### config.mk
export PLATFORM = sky130hd
export DESIGN_NAME = annpx_regs
export DESIGN_NICKNAME = d
export VERILOG_FILES = /design/src/rtl/annpx_pkg.sv /design/src/rtl/annpx_regs.sv
export SDC_FILE = /design/constraint.sdc
export NUM_CORES = 1
export LEC_CHECK = 0
export BUFFER_PORTS_ARGS = -buffer_cell sky130_fd_sc_hd__buf_2
export CORE_MARGIN = 5
export CORE_UTILIZATION = 35
export DETAILED_ROUTE_END_ITERATION = 8
export SYNTH_ARGS = -nofsm -noshare
export SYNTH_HDL_FRONTEND = slang
export SYNTH_SLANG_ARGS = --single-unit
### constraint.sdc
create_clock -name REF_CLK_I -period 1.6 [get_ports REF_CLK_I]
set_clock_uncertainty 0.05 [all_clocks]
set_input_delay 0.16 -clock REF_CLK_I [delete_from_list [all_inputs] [get_ports REF_CLK_I]]
set_output_delay 0.16 -clock REF_CLK_I [all_outputs]
set_load 0.02 [all_outputs]
### src/rtl/annpx_pkg.sv
// package for the auto-negotiation next-page and expansion status block
// assumes a single 25 MHz register clock and a plain register port
//
// Behaviour
// RQ1 - bit 13 flags message page, code meaning
// RQ2 - unformatted code passes through undecoded
// RQ3 - bit 12 shows partner will comply
// RQ4 - bit 11 shows received alternation bit
// RQ5 - code field read-only, resets to zero
// RQ6 - expansion bits 15:5 read zero, ignore writes
// RQ7 - bit 4 shows parallel detection fault
// RQ8 - bit 3 shows partner next-page support
// RQ9 - bit 2 constant one, local next-page able
// RQ10 - bit 1 page received, clear on read
// RQ11 - bit 0 shows partner autoneg support
// RQ12 - next-page word sits at address 0x05
// RQ13 - new page beats a clearing read
package annpx_pkg;
    // register addresses on the management port
    localparam logic [4:0]  ADDR_NP_WORD   = 5'h05;  // next-page word
    localparam logic [4:0]  ADDR_EXPANSION = 5'h06;  // expansion status
    localparam logic [4:0]  ADDR_IRQ_STAT  = 5'h18;  // sticky events
    localparam logic [4:0]  ADDR_IRQ_MASK  = 5'h19;  // event mask
    // field positions in the next-page word
    localparam int          POS_MSG_PAGE   = 13;
    localparam int          POS_COMPLY     = 12;
    localparam int          POS_TOGGLE     = 11;
    // field positions in the expansion register
    localparam int          POS_PDF        = 4;
    localparam int          POS_LP_NP      = 3;
    localparam int          POS_LOC_NP     = 2;
    localparam int          POS_PAGE_RX    = 1;
    localparam int          POS_LP_AN      = 0;
    // event bit positions in status and mask
    localparam int          EV_PAGE        = 0;
    localparam int          EV_FAULT       = 1;
    localparam int          EV_NUM         = 2;
    // values after reset
    localparam logic [15:0] RST_WORD       = 16'h0000;
    localparam logic [10:0] RST_CODE       = 11'h000;
    localparam logic        LOC_LOCAL_NEXT_PAGE_CAPABLE    = 1'b1;
    localparam logic [1:0]  RST_EVENTS     = 2'h0;

    // next page captured from the partner
    typedef struct packed {
        logic        next_page;
        logic        ack;
        logic        message_page_flag;
        logic        partner_will_comply;
        logic        toggle;
        logic [10:0] code;
    } annpx_page_t;

    // status levels from the negotiation engine
    typedef struct packed {
        logic parallel_detect_fault;
        logic partner_next_page_capable;
        logic partner_autoneg_capable;
    } annpx_link_t;
endpackage

### src/rtl/annpx_regs.sv
// register bank: received next-page word and expansion status
// assumes page and link inputs come from logic on REF_CLK_I

`timescale 1ns/1ps

module annpx_regs (
    input  wire logic                  REF_CLK_I,     // 25 MHz clock
    input  wire logic                  RST_I,         // async, high
    input  wire logic [4:0]            ADDR_I,        // register address
    input  wire logic [15:0]           WDATA_I,       // write data
    input  wire logic                  WR_I,          // write strobe
    input  wire logic                  RD_I,          // read strobe
    input  wire annpx_pkg::annpx_page_t PAGE_I,       // received page
    input  wire logic                  PAGE_VALID_I,  // page strobe
    input  wire annpx_pkg::annpx_link_t LINK_I,       // link levels
    output logic [15:0]                RDATA_O,       // read data
    output logic                       IRQ_O          // interrupt level
);

    // stored state
    annpx_pkg::annpx_page_t page_q;      // last received page
    annpx_pkg::annpx_link_t link_q;      // registered link levels
    logic                   page_rx_q;   // clear-on-read flag
    logic [1:0]             ev_stat_q;   // sticky events
    logic [1:0]             ev_mask_q;   // event enables
    logic                   fault_q;     // fault level, last cycle
    logic [15:0]            rdata_q;     // read data register
    logic                   irq_q;       // interrupt register

    // decode wires
    wire rd_word   = RD_I && (ADDR_I == annpx_pkg::ADDR_NP_WORD);
    wire rd_exp    = RD_I && (ADDR_I == annpx_pkg::ADDR_EXPANSION);
    wire wr_stat   = WR_I && (ADDR_I == annpx_pkg::ADDR_IRQ_STAT);
    wire wr_mask   = WR_I && (ADDR_I == annpx_pkg::ADDR_IRQ_MASK);
    wire fault_new = LINK_I.parallel_detect_fault && !fault_q;
    wire [1:0] ev_in = {fault_new, PAGE_VALID_I};

    // page word: code passed as received, never decoded   [RQ1] [RQ2]
    wire [15:0] word_view = page_q;  // [RQ3] [RQ4] [RQ12]

    // expansion view, upper bits tied to zero   [RQ6] [RQ9]
    wire [15:0] exp_view = {11'h000,
                            link_q.parallel_detect_fault,    // [RQ7]
                            link_q.partner_next_page_capable, // [RQ8]
                            annpx_pkg::LOC_LOCAL_NEXT_PAGE_CAPABLE,
                            page_rx_q,
                            link_q.partner_autoneg_capable}; // [RQ11]

    // read multiplexer, unmapped addresses read zero
    wire [15:0] rd_mux =
        (ADDR_I == annpx_pkg::ADDR_NP_WORD)   ? word_view :
        (ADDR_I == annpx_pkg::ADDR_EXPANSION) ? exp_view :
        (ADDR_I == annpx_pkg::ADDR_IRQ_STAT)  ? {14'h0000, ev_stat_q} :
        (ADDR_I == annpx_pkg::ADDR_IRQ_MASK)  ? {14'h0000, ev_mask_q} :
                                                16'h0000;

    // next values
    wire       page_rx_d = PAGE_VALID_I || (page_rx_q && !rd_exp);
    wire [1:0] stat_d    = ev_in | (ev_stat_q &
                                    ~(wr_stat ? WDATA_I[1:0] : 2'h0));
    wire       irq_d     = |(stat_d & ev_mask_q);

    // capture the page, read-only, zero until first page   [RQ5]
    always_ff @(posedge REF_CLK_I or posedge RST_I) begin
        if (RST_I) begin
            page_q <= annpx_pkg::RST_WORD;
        end else if (PAGE_VALID_I) begin
            page_q <= PAGE_I;
        end
    end

    // link levels follow the engine
    always_ff @(posedge REF_CLK_I or posedge RST_I) begin
        if (RST_I) begin
            link_q  <= '0;
            fault_q <= 1'b0;
        end else begin
            link_q  <= LINK_I;
            fault_q <= LINK_I.parallel_detect_fault;
        end
    end

    // page flag: arrival wins over clearing read   [RQ10] [RQ13]
    always_ff @(posedge REF_CLK_I or posedge RST_I) begin
        if (RST_I) begin
            page_rx_q <= 1'b0;
        end else begin
            page_rx_q <= page_rx_d;
        end
    end

    // sticky events, write one clears, set wins
    always_ff @(posedge REF_CLK_I or posedge RST_I) begin
        if (RST_I) begin
            ev_stat_q <= annpx_pkg::RST_EVENTS;
            ev_mask_q <= annpx_pkg::RST_EVENTS;
        end else begin
            ev_stat_q <= stat_d;
            if (wr_mask) begin
                ev_mask_q <= WDATA_I[1:0];
            end
        end
    end

    // read data and interrupt registers
    always_ff @(posedge REF_CLK_I or posedge RST_I) begin
        if (RST_I) begin
            rdata_q <= 16'h0000;
            irq_q   <= 1'b0;
        end else begin
            rdata_q <= RD_I ? rd_mux : 16'h0000;
            irq_q   <= irq_d;
        end
    end

    assign RDATA_O = rdata_q;
    assign IRQ_O   = irq_q;
endmodule // annpx_regs

# ---- Word level (Yosys, flattened, before mapping)
# Cells that the tools add are included.
dict set report word_totals {
  reg_bits 41
  elab_cells 37
}
dict set report classes {
  eq_ne 4
  muxes 6
  n_bitwise 4
  reduce_logical 9
}
# cell n
set ops {}
lappend ops {{$mux W16} 2}
lappend ops {{$eq A5 B3 Y1 const B} 2}
lappend ops {{$eq A5 B5 Y1 const B} 2}
lappend ops {{$mux W2} 3}
lappend ops {{$logic_and A1 B1 Y1} 5}
lappend ops {{$mux W5} 1}
lappend ops {{$and A2 B2 Y2} 2}
lappend ops {{$logic_not A1 Y1} 2}
lappend ops {{$not A2 Y2} 1}
lappend ops {{$or A2 B2 Y2} 1}
lappend ops {{$reduce_or A2 Y1} 1}
lappend ops {{$logic_or A1 B1 Y1} 1}

# ---- Longest topological paths before layout
# Gate-level depths: netlist of the first run.
dict set report depth {
  depth_word 8
  mapped_depth 5
}

# ---- Worst setup path before layout of the first run
# OpenSTA, ideal clock, no wires.
dict set report synth_path {
  kind {input to register}
  startpoint {input port ADDR_I[1]}
  endpoint {register ev_mask_q[0]}
  arrival_time_ns 0.886
  slack_ns 0.539
  path_stages 4
  path_buffers 1
  path_cell_list {buf_2 -> nor2b_4 -> and2_4 -> mux2_2}
}
dict set report synth_between {
  elab_chain_len 2
}
# element line
set synth_rtl {}
lappend synth_rtl {{from (decl)} annpx_regs.sv:9} ;# input wire logic [4:0] ADDR_I,
lappend synth_rtl {{$eq A5 B5 Y1} annpx_regs.sv:34} ;# wire wr_mask = WR_I && (ADDR_I == annpx_pkg::ADDR_IRQ_MASK);
lappend synth_rtl {{$logic_and A1 B1 Y1} annpx_regs.sv:34}
lappend synth_rtl {{to (signal assigned)} annpx_regs.sv:96} ;# ev_mask_q <= annpx_pkg::RST_EVENTS;
lappend synth_rtl {{to (signal assigned)} annpx_regs.sv:100} ;# ev_mask_q <= WDATA_I[1:0];
lappend synth_rtl {{to (decl)} annpx_regs.sv:25} ;# logic [1:0] ev_mask_q;
# No other way between the ends.
# A chain may end at the register's enable or synchronous reset.

# ---- Worst setup path after layout of the first run
dict set report layout_path {
  startpoint {input port LINK_I[2] (netlist name)}
  endpoint {register irq_q, in the netlist IRQ_O}
}
dict set report layout_between {
  elab_chain_len 4
}
# element line
set layout_rtl {}
lappend layout_rtl {{from (decl)} annpx_regs.sv:15} ;# input wire annpx_pkg::annpx_link_t LINK_I,
lappend layout_rtl {{$logic_and A1 B1 Y1} annpx_regs.sv:35} ;# wire fault_new = LINK_I.parallel_detect_fault && !fault_q;
lappend layout_rtl {{$or A2 B2 Y2} annpx_regs.sv:59} ;# wire [1:0] stat_d = ev_in | (ev_stat_q &
lappend layout_rtl {{named net stat_d[1]} annpx_regs.sv:59}
lappend layout_rtl {{$and A2 B2 Y2} annpx_regs.sv:61} ;# wire irq_d = |(stat_d & ev_mask_q);
lappend layout_rtl {{$reduce_or A2 Y1} annpx_regs.sv:61}
lappend layout_rtl {{named net irq_d} annpx_regs.sv:61}
lappend layout_rtl {{to (signal assigned)} annpx_regs.sv:112} ;# irq_q <= irq_d;
lappend layout_rtl {{to (decl)} annpx_regs.sv:28} ;# logic irq_q;
# The timed path passes the listed nets, and every way through them passes these cells.

==> results of run 1 <==
[placed cells by master, fill, tap and decap left out, drive strengths merged, types with 2 or more instances in the layout]
cell,count
and2,12
dlygate4sd3,4
nand3b,3
buf,48
clkbuf,7
a21oi,3
and4b,2
o221a,2
inv,3
mux2,18
nor3,2
mux2i,2
a22o,3
nand2b,3
dfrtp,41
[power by group]
| part | switching [mW] | leakage (nW) | internal [mW] |
|---|---|---|---|
| registers | 0.0299 | 0.509 | 1.10 |
| logic | 0.0952 | 0.457 | 0.108 |
| clock network | 0.333 | 0.0542 | 0.390 |
| total | 0.458 | 1.02 | 1.60 |
[how the worst max path moves through the flow]
stage                            start         endpoint  slack [ps]  cells past startpoint
after detailed placement  PAGE_VALID_I  IRQ_O$_DFF_PP0_         330                      4
after global placement    PAGE_VALID_I  IRQ_O$_DFF_PP0_         350                      4
after global routing         LINK_I[2]  IRQ_O$_DFF_PP0_         360                      5
final                        LINK_I[2]  IRQ_O$_DFF_PP0_         440                      5
after floorplan                  RST_I  IRQ_O$_DFF_PP0_         440                      1
after CTS                    LINK_I[2]  IRQ_O$_DFF_PP0_         470                      5
[cell type report]
class	count	area, um2	area share [%]
multi-input combinational	61	534.3	26.44
clock inverter	1	5.005	0.2477
sequential	41	1026	50.77
timing repair buffer	52	282.8	13.99
clock buffer	7	96.34	4.768
tap	52	65.06	3.220
inverter	3	11.26	0.5573
[timing repair]
action,4_1_cts,5_1_grt
hold buffers,4,0
setup buffers,0,0
endpoints found under the hold margin,44,0
[cells in the mapped netlist (2+ instances only)]
master / number / share of area (%)
buf_6: 3 / 2.1
and2_1: 11 / 4.3
o221a_1: 2 / 1.4
a21oi_1: 3 / 0.93
nand3b_1: 3 / 1.4
inv_1: 3 / 0.70
mux2i_1: 2 / 1.2
nand2b_1: 3 / 1.2
and4b_1: 2 / 1.2
buf_2: 2 / 0.62
nor3_1: 2 / 0.62
mux2_2: 18 / 13
dfrtp_1: 41 / 64
a22o_1: 3 / 1.6
[worst reg2reg max path, cell delays in order, from the launching register on]
cell and delay (ps):
dfrtp_1 420, o21ai_0 100, o2111ai_1 190, a22o_1 220
[cell families (layout without fill, tap and decap cells)]
family,count (synthesis),after routing,synth area share [%]
flip-flops,41,41,63.52
AND/OR/NAND/NOR,29,29,13.48
multiplexers,20,20,13.79
AO/OA/AOI/OAI,12,12,5.809
buffers and inverters,8,63,3.408
[layer usage]
layer | global-route usage [%] | wire length (um)
met5 | 0 | 0
met4 | 4.730 | 53
met3 | 4.861 | 286
met2 | 18.20 | 1481
met1 | 13.03 | 1306
[through the flow]
step                      util, %  worst slack, ps  hold WS (ps)
after global routing        45.78            360.6         39.50
after CTS                   45.78            465.5         41.68
after detailed placement    42.57            326.0         219.7
final                       45.78            438.7         51.75
after floorplan                 -            444.0         141.4
after global placement      42.57            350.0         218.3
[sequential cells by signal, indices dropped and copies added (netlist names)]
name / count
page_q: 16
IRQ_O: 1
page_rx_q: 1
fault_q: 1
RDATA_O: 16
ev_stat_q: 2
exp_view: 2
ev_mask_q: 2
==> impl_metrics.tcl, run 1 <==
set metrics [dict create \
    status "finished, final reports clean" \
    finalCriticalPeriod_ps 1161 \
    crit_chain "dlygate4sd3_1 > buf_2 > nand2b_1 > o2111ai_1 > a22o_1" \
    viasPerCell 4.862 \
    numPortBuffers 47 \
    mappedNetlistArea_mm2 0.001615 \
    async_reset_ff_share_pct 100.0 \
    cap_violations 0 \
    drt_wl_total_um 3128 \
    clock_path_buffers 2 \
    fin_crit_sh_pct 72.58 \
    r2r_start "ev_stat_q[1]$_DFF_PP0_" \
    insertedDiodeCount 0 \
    crit_fanout 2 \
    die_width_um 77.94 \
    cp.arrival_ps 1290 \
    root_buffer "clkbuf_8" \
    tightest_slew_ps 499.7 \
    worstHoldPathCells 2 \
    finalHoldViolCount 0 \
    antenna_found_initial 0 \
    dp_cells 205 \
    htree_levels 2 \
    start_util_pct 36.59 \
    cts.sinks 41 \
    required_ps 1730 \
    finalSetupViolCount 0 \
    placed_area_mm2 0.001879 \
    grt_max_degree 42 \
    worst-setup-path-type "primary input to flop" \
    syn_area_per_cell_um2 14.68 \
    r2r_slack_ps 520 \
    vias 1055 \
    dr.pass1.iters 4 \
    floorplan.rows 24 \
    synth_cells 110 \
    grt_pass1_vias 1173 \
    instances_no_fill 217 \
    min_from "PAGE_I[0]" \
    drive_above_1_share_pct 47.88 \
    drtAntennaViolNets 0 \
    report.power.total_mw 2.057 \
    maxSlewViolCount 0 \
    first_iter_violations 28 \
    synthFlopType "dfrtp_1" \
    crit_buf_inv 2 \
    track_usage_pct 11.25 \
    clk_latency_ps 290 \
    die_h_um 77.94 \
    post_drt_wl_per_cell_um 14.41 \
    start_kind "primary input" \
    synth_edf_count 0 \
    power.density_mw_per_mm2 1018 \
    grt_pass1_wl_um 5388 \
    design_area_mm2 0.002021 \
    fin_setup_tns_ps 0 \
    end_kind "flop" \
    rsz0062_at_grt "false" \
    seq_area_frac_synth_pct 63.52 \
    synth_warnings 0 \
    max_stage_delay_ps 530 \
    dpl.hpwl_um 2253 \
    drc 0 \
    core_area_mm2 0.004414 \
    cts_resized 0 \
    cts_tree "done" \
    hp-class "primary input to flop" \
    grt_overflow 0 \
    final_nets 209 \
    fillers 416 \
    static-leakage-power_nw 1.020 \
    cts_buffers 5 \
    vdd_drop_max_mv 0.4440 \
    area_delta_synth_final_pct 25.10 \
    dieArea_mm2 0.006074 \
    ios 62 \
    synth.distinct_cells 26 \
    crit_slowest_cell "dlygate4sd3_1" \
    rr_worst_depth 3 \
    slew_headroom_pct 66.69 \
    synth_nets 155 \
    cp_top_family "buffers and inverters" \
    ys_ff_latch 41 \
    routabilityCongestion 0.7904 \
    clkTransAtPathRegs_ps 70 \
    fmax_mhz 861.1 \
    r2r_end "IRQ_O$_DFF_PP0_" \
    whs_endpoint "page_q[0]$_DFFE_PP0P_" \
]
Note: power is estimated with default switching activity, not from simulation.
==> inputs of run 2 (changes only) <==
==> constraint.sdc (replaced) <==
create_clock -name REF_CLK_I -period 1 [get_ports REF_CLK_I]
set_clock_uncertainty 0.05 [all_clocks]
set_input_delay 0.1 -clock REF_CLK_I [delete_from_list [all_inputs] [get_ports REF_CLK_I]]
set_output_delay 0.1 -clock REF_CLK_I [all_outputs]
set_load 0.02 [all_outputs]
==> impl_metrics.tcl, run 2 (synthesized netlist as in run 1, its figures left out) <==
set metrics [dict create \
    finalCriticalPeriod_ps 1013 \
    dp_cells 215 \
    static-leakage-power_nw 1.114 \
    hp-class "primary input to flop" \
    clk_latency_ps 280 \
    grt_use_met3_pct 4.630 \
    power.density_mw_per_mm2 1449 \
    track_usage_pct 11.28 \
    met2_usage_pct 18.70 \
    swShare_pct 22.76 \
    layout_commonest_cell "buf_2" \
    slew_headroom_pct 79.51 \
    clkTransAtPathRegs_ps 70 \
    finalHoldViolCount 0 \
    busiest_layer "met2" \
    floorplan.rows 24 \
    p_comb_share_pct 13.1 \
    fmax_mhz 987.2 \
    max_stage_delay_ps 420 \
    rr_worst_depth 3 \
    whs_endpoint "page_q[11]$_DFFE_PP0P_" \
    start_util_pct 36.59 \
    dieArea_mm2 0.006074 \
    die_h_um 77.94 \
    drc 0 \
    drt_wl_total_um 3229 \
    dr.pass1.iters 4 \
    drive_above_1_share_pct 48.40 \
    required_ps 1120 \
    cts.sinks 41 \
    seq_power_share_pct 55.9 \
    ios 62 \
    cts_tree "done" \
    numPortBuffers 47 \
    instances_no_fill 240 \
    violations "setup timing" \
    clock_path_buffers 2 \
    r2r_slack_ps -10 \
    min_from "PAGE_I[11]" \
    worstHoldPathCells 2 \
    vdd_drop_max_mv 0.5526 \
    clockPowerShare_pct 31.0 \
    cts_buffers 5 \
    htree_levels 2 \
    insertedDiodeCount 0 \
    root_buffer "clkbuf_8" \
    cap_violations 0 \
    drtAntennaViolNets 0 \
    final_nets 232 \
    p_sw_uw 734.6 \
    tightest_slew_ps 307.3 \
    grt_overflow 0 \
    die_width_um 77.94 \
    grt_pass1_wl_um 5526 \
    rsz0062_at_grt "true" \
    r2r_start "ev_stat_q[1]$_DFF_PP0_" \
    finalSetupViolCount 1 \
    worst-setup-path-type "flop to flop" \
    design_area_mm2 0.002227 \
    maxSlewViolCount 0 \
    cp.arrival_ps 1130 \
    fin_crit_sh_pct 101.3 \
    end_kind "flop" \
    first_iter_violations 38 \
    r2r_end "IRQ_O$_DFF_PP0_" \
    routabilityCongestion 0.7395 \
    grt_pass1_vias 1226 \
    most-common-layout-cells "buf_2 (47), dfrtp_1 (41), mux2_2 (18)" \
    grtUsageMet1_pct 13.76 \
    crit_fanout 4 \
    antenna_found_initial 0 \
    grt_max_degree 26 \
    placed_area_mm2 0.001971 \
    area_delta_synth_final_pct 37.88 \
    vias 1091 \
    post_drt_wl_per_cell_um 13.45 \
    crit_slowest_cell "dfrtp_1" \
    start_kind "flop" \
    core_area_mm2 0.004414 \
    p_int_mw 2.493 \
    fin_setup_tns_ps -12.96 \
    status "complete, but fails checks" \
    dpl.hpwl_um 2406 \
    viasPerCell 4.546 \
    layout_setup_ws_ps -12.96 \
    crit_chain "o21ai_1 > o2111ai_2 > a22o_1" \
]
## run 2: cell types whose count changed in the layout (fill, tap and decap cells not counted), sizes merged
cell | previous run | this run
clkinvlp | 0 | 1
clkbuf | 7 | 6
dlygate4sd3 | 4 | 16
clkinv | 1 | 2
inv | 3 | 2
buf | 48 | 59
## run 2: area by class of cell
class                   instances  area (um2)
fillers                       403        2187
flip-flops and latches         41        1026
multi-input cells              61       540.5
repair buffers                 75       498.0
clock buffers                   6       72.57
well taps                      52       65.06
inverters                       3       15.01
clock inverters                 2       10.01
## run 2: power by group through the flow
stage	logic (mW)	clock network (mW)	registers, mW
final	0.423	1.00	1.80
after global routing	0.470	1.13	1.82
after CTS	0.429	1.06	1.80
after global placement	0.369	0	1.83
after floorplan	0.192	0	1.85
after detailed placement	0.383	0	1.84
## run 2: worst max-delay path, delay by kind of cell, from the launching register on
kind            cells  cell delay, ps
flops               1             420
compound gates      3             440
## run 2: worst max path at each step
stage / start / end / slack, ps / cells past startpoint
final: ev_stat_q[1]$_DFF_PP0_ / IRQ_O$_DFF_PP0_ / -10 / 3
after global routing: ev_stat_q[1]$_DFF_PP0_ / RDATA_O[1]$_DFF_PP0_ / -80 / 3
after CTS: ev_stat_q[1]$_DFF_PP0_ / RDATA_O[1]$_DFF_PP0_ / -20 / 3
after detailed placement: ADDR_I[4] / RDATA_O[2]$_DFF_PP0_ / -130 / 4
after global placement: ADDR_I[2] / ev_mask_q[1]$_DFFE_PP0P_ / -90 / 4
after floorplan: ADDR_I[2] / ev_mask_q[0]$_DFFE_PP0P_ / 9 / 3
## run 2: through the flow
stage / setup WS [ps] / utilization, % / total power [mW] / hold WS [ps]
2_1_floorplan: 9.073 / - / 2.044 / 35.17
3_3_place_gp: -91.78 / 44.64 / 2.203 / 96.63
3_5_place_dp: -131.0 / 44.64 / 2.220 / 102.4
4_1_cts: -15.56 / 50.09 / 3.291 / 0.9331
5_1_grt: -81.58 / 50.45 / 3.425 / 4.907
6_report: -12.96 / 50.45 / 3.227 / 11.99
## run 2: layer usage
metal	wire (um)	vias to the layer above
met5	0	-
met4	19	0
met3	295	4
met2	1538	39
met1	1376	510
li1	-	538
## run 2: repair_timing
action | CTS | global route
buffers inserted | 1 | 0
endpoints found under the setup margin | 2 | 4
pin swaps | 2 | 1
resized for setup | 1 | 1
hold endpoints to repair | 55 | 1
hold buffers | 15 | 1
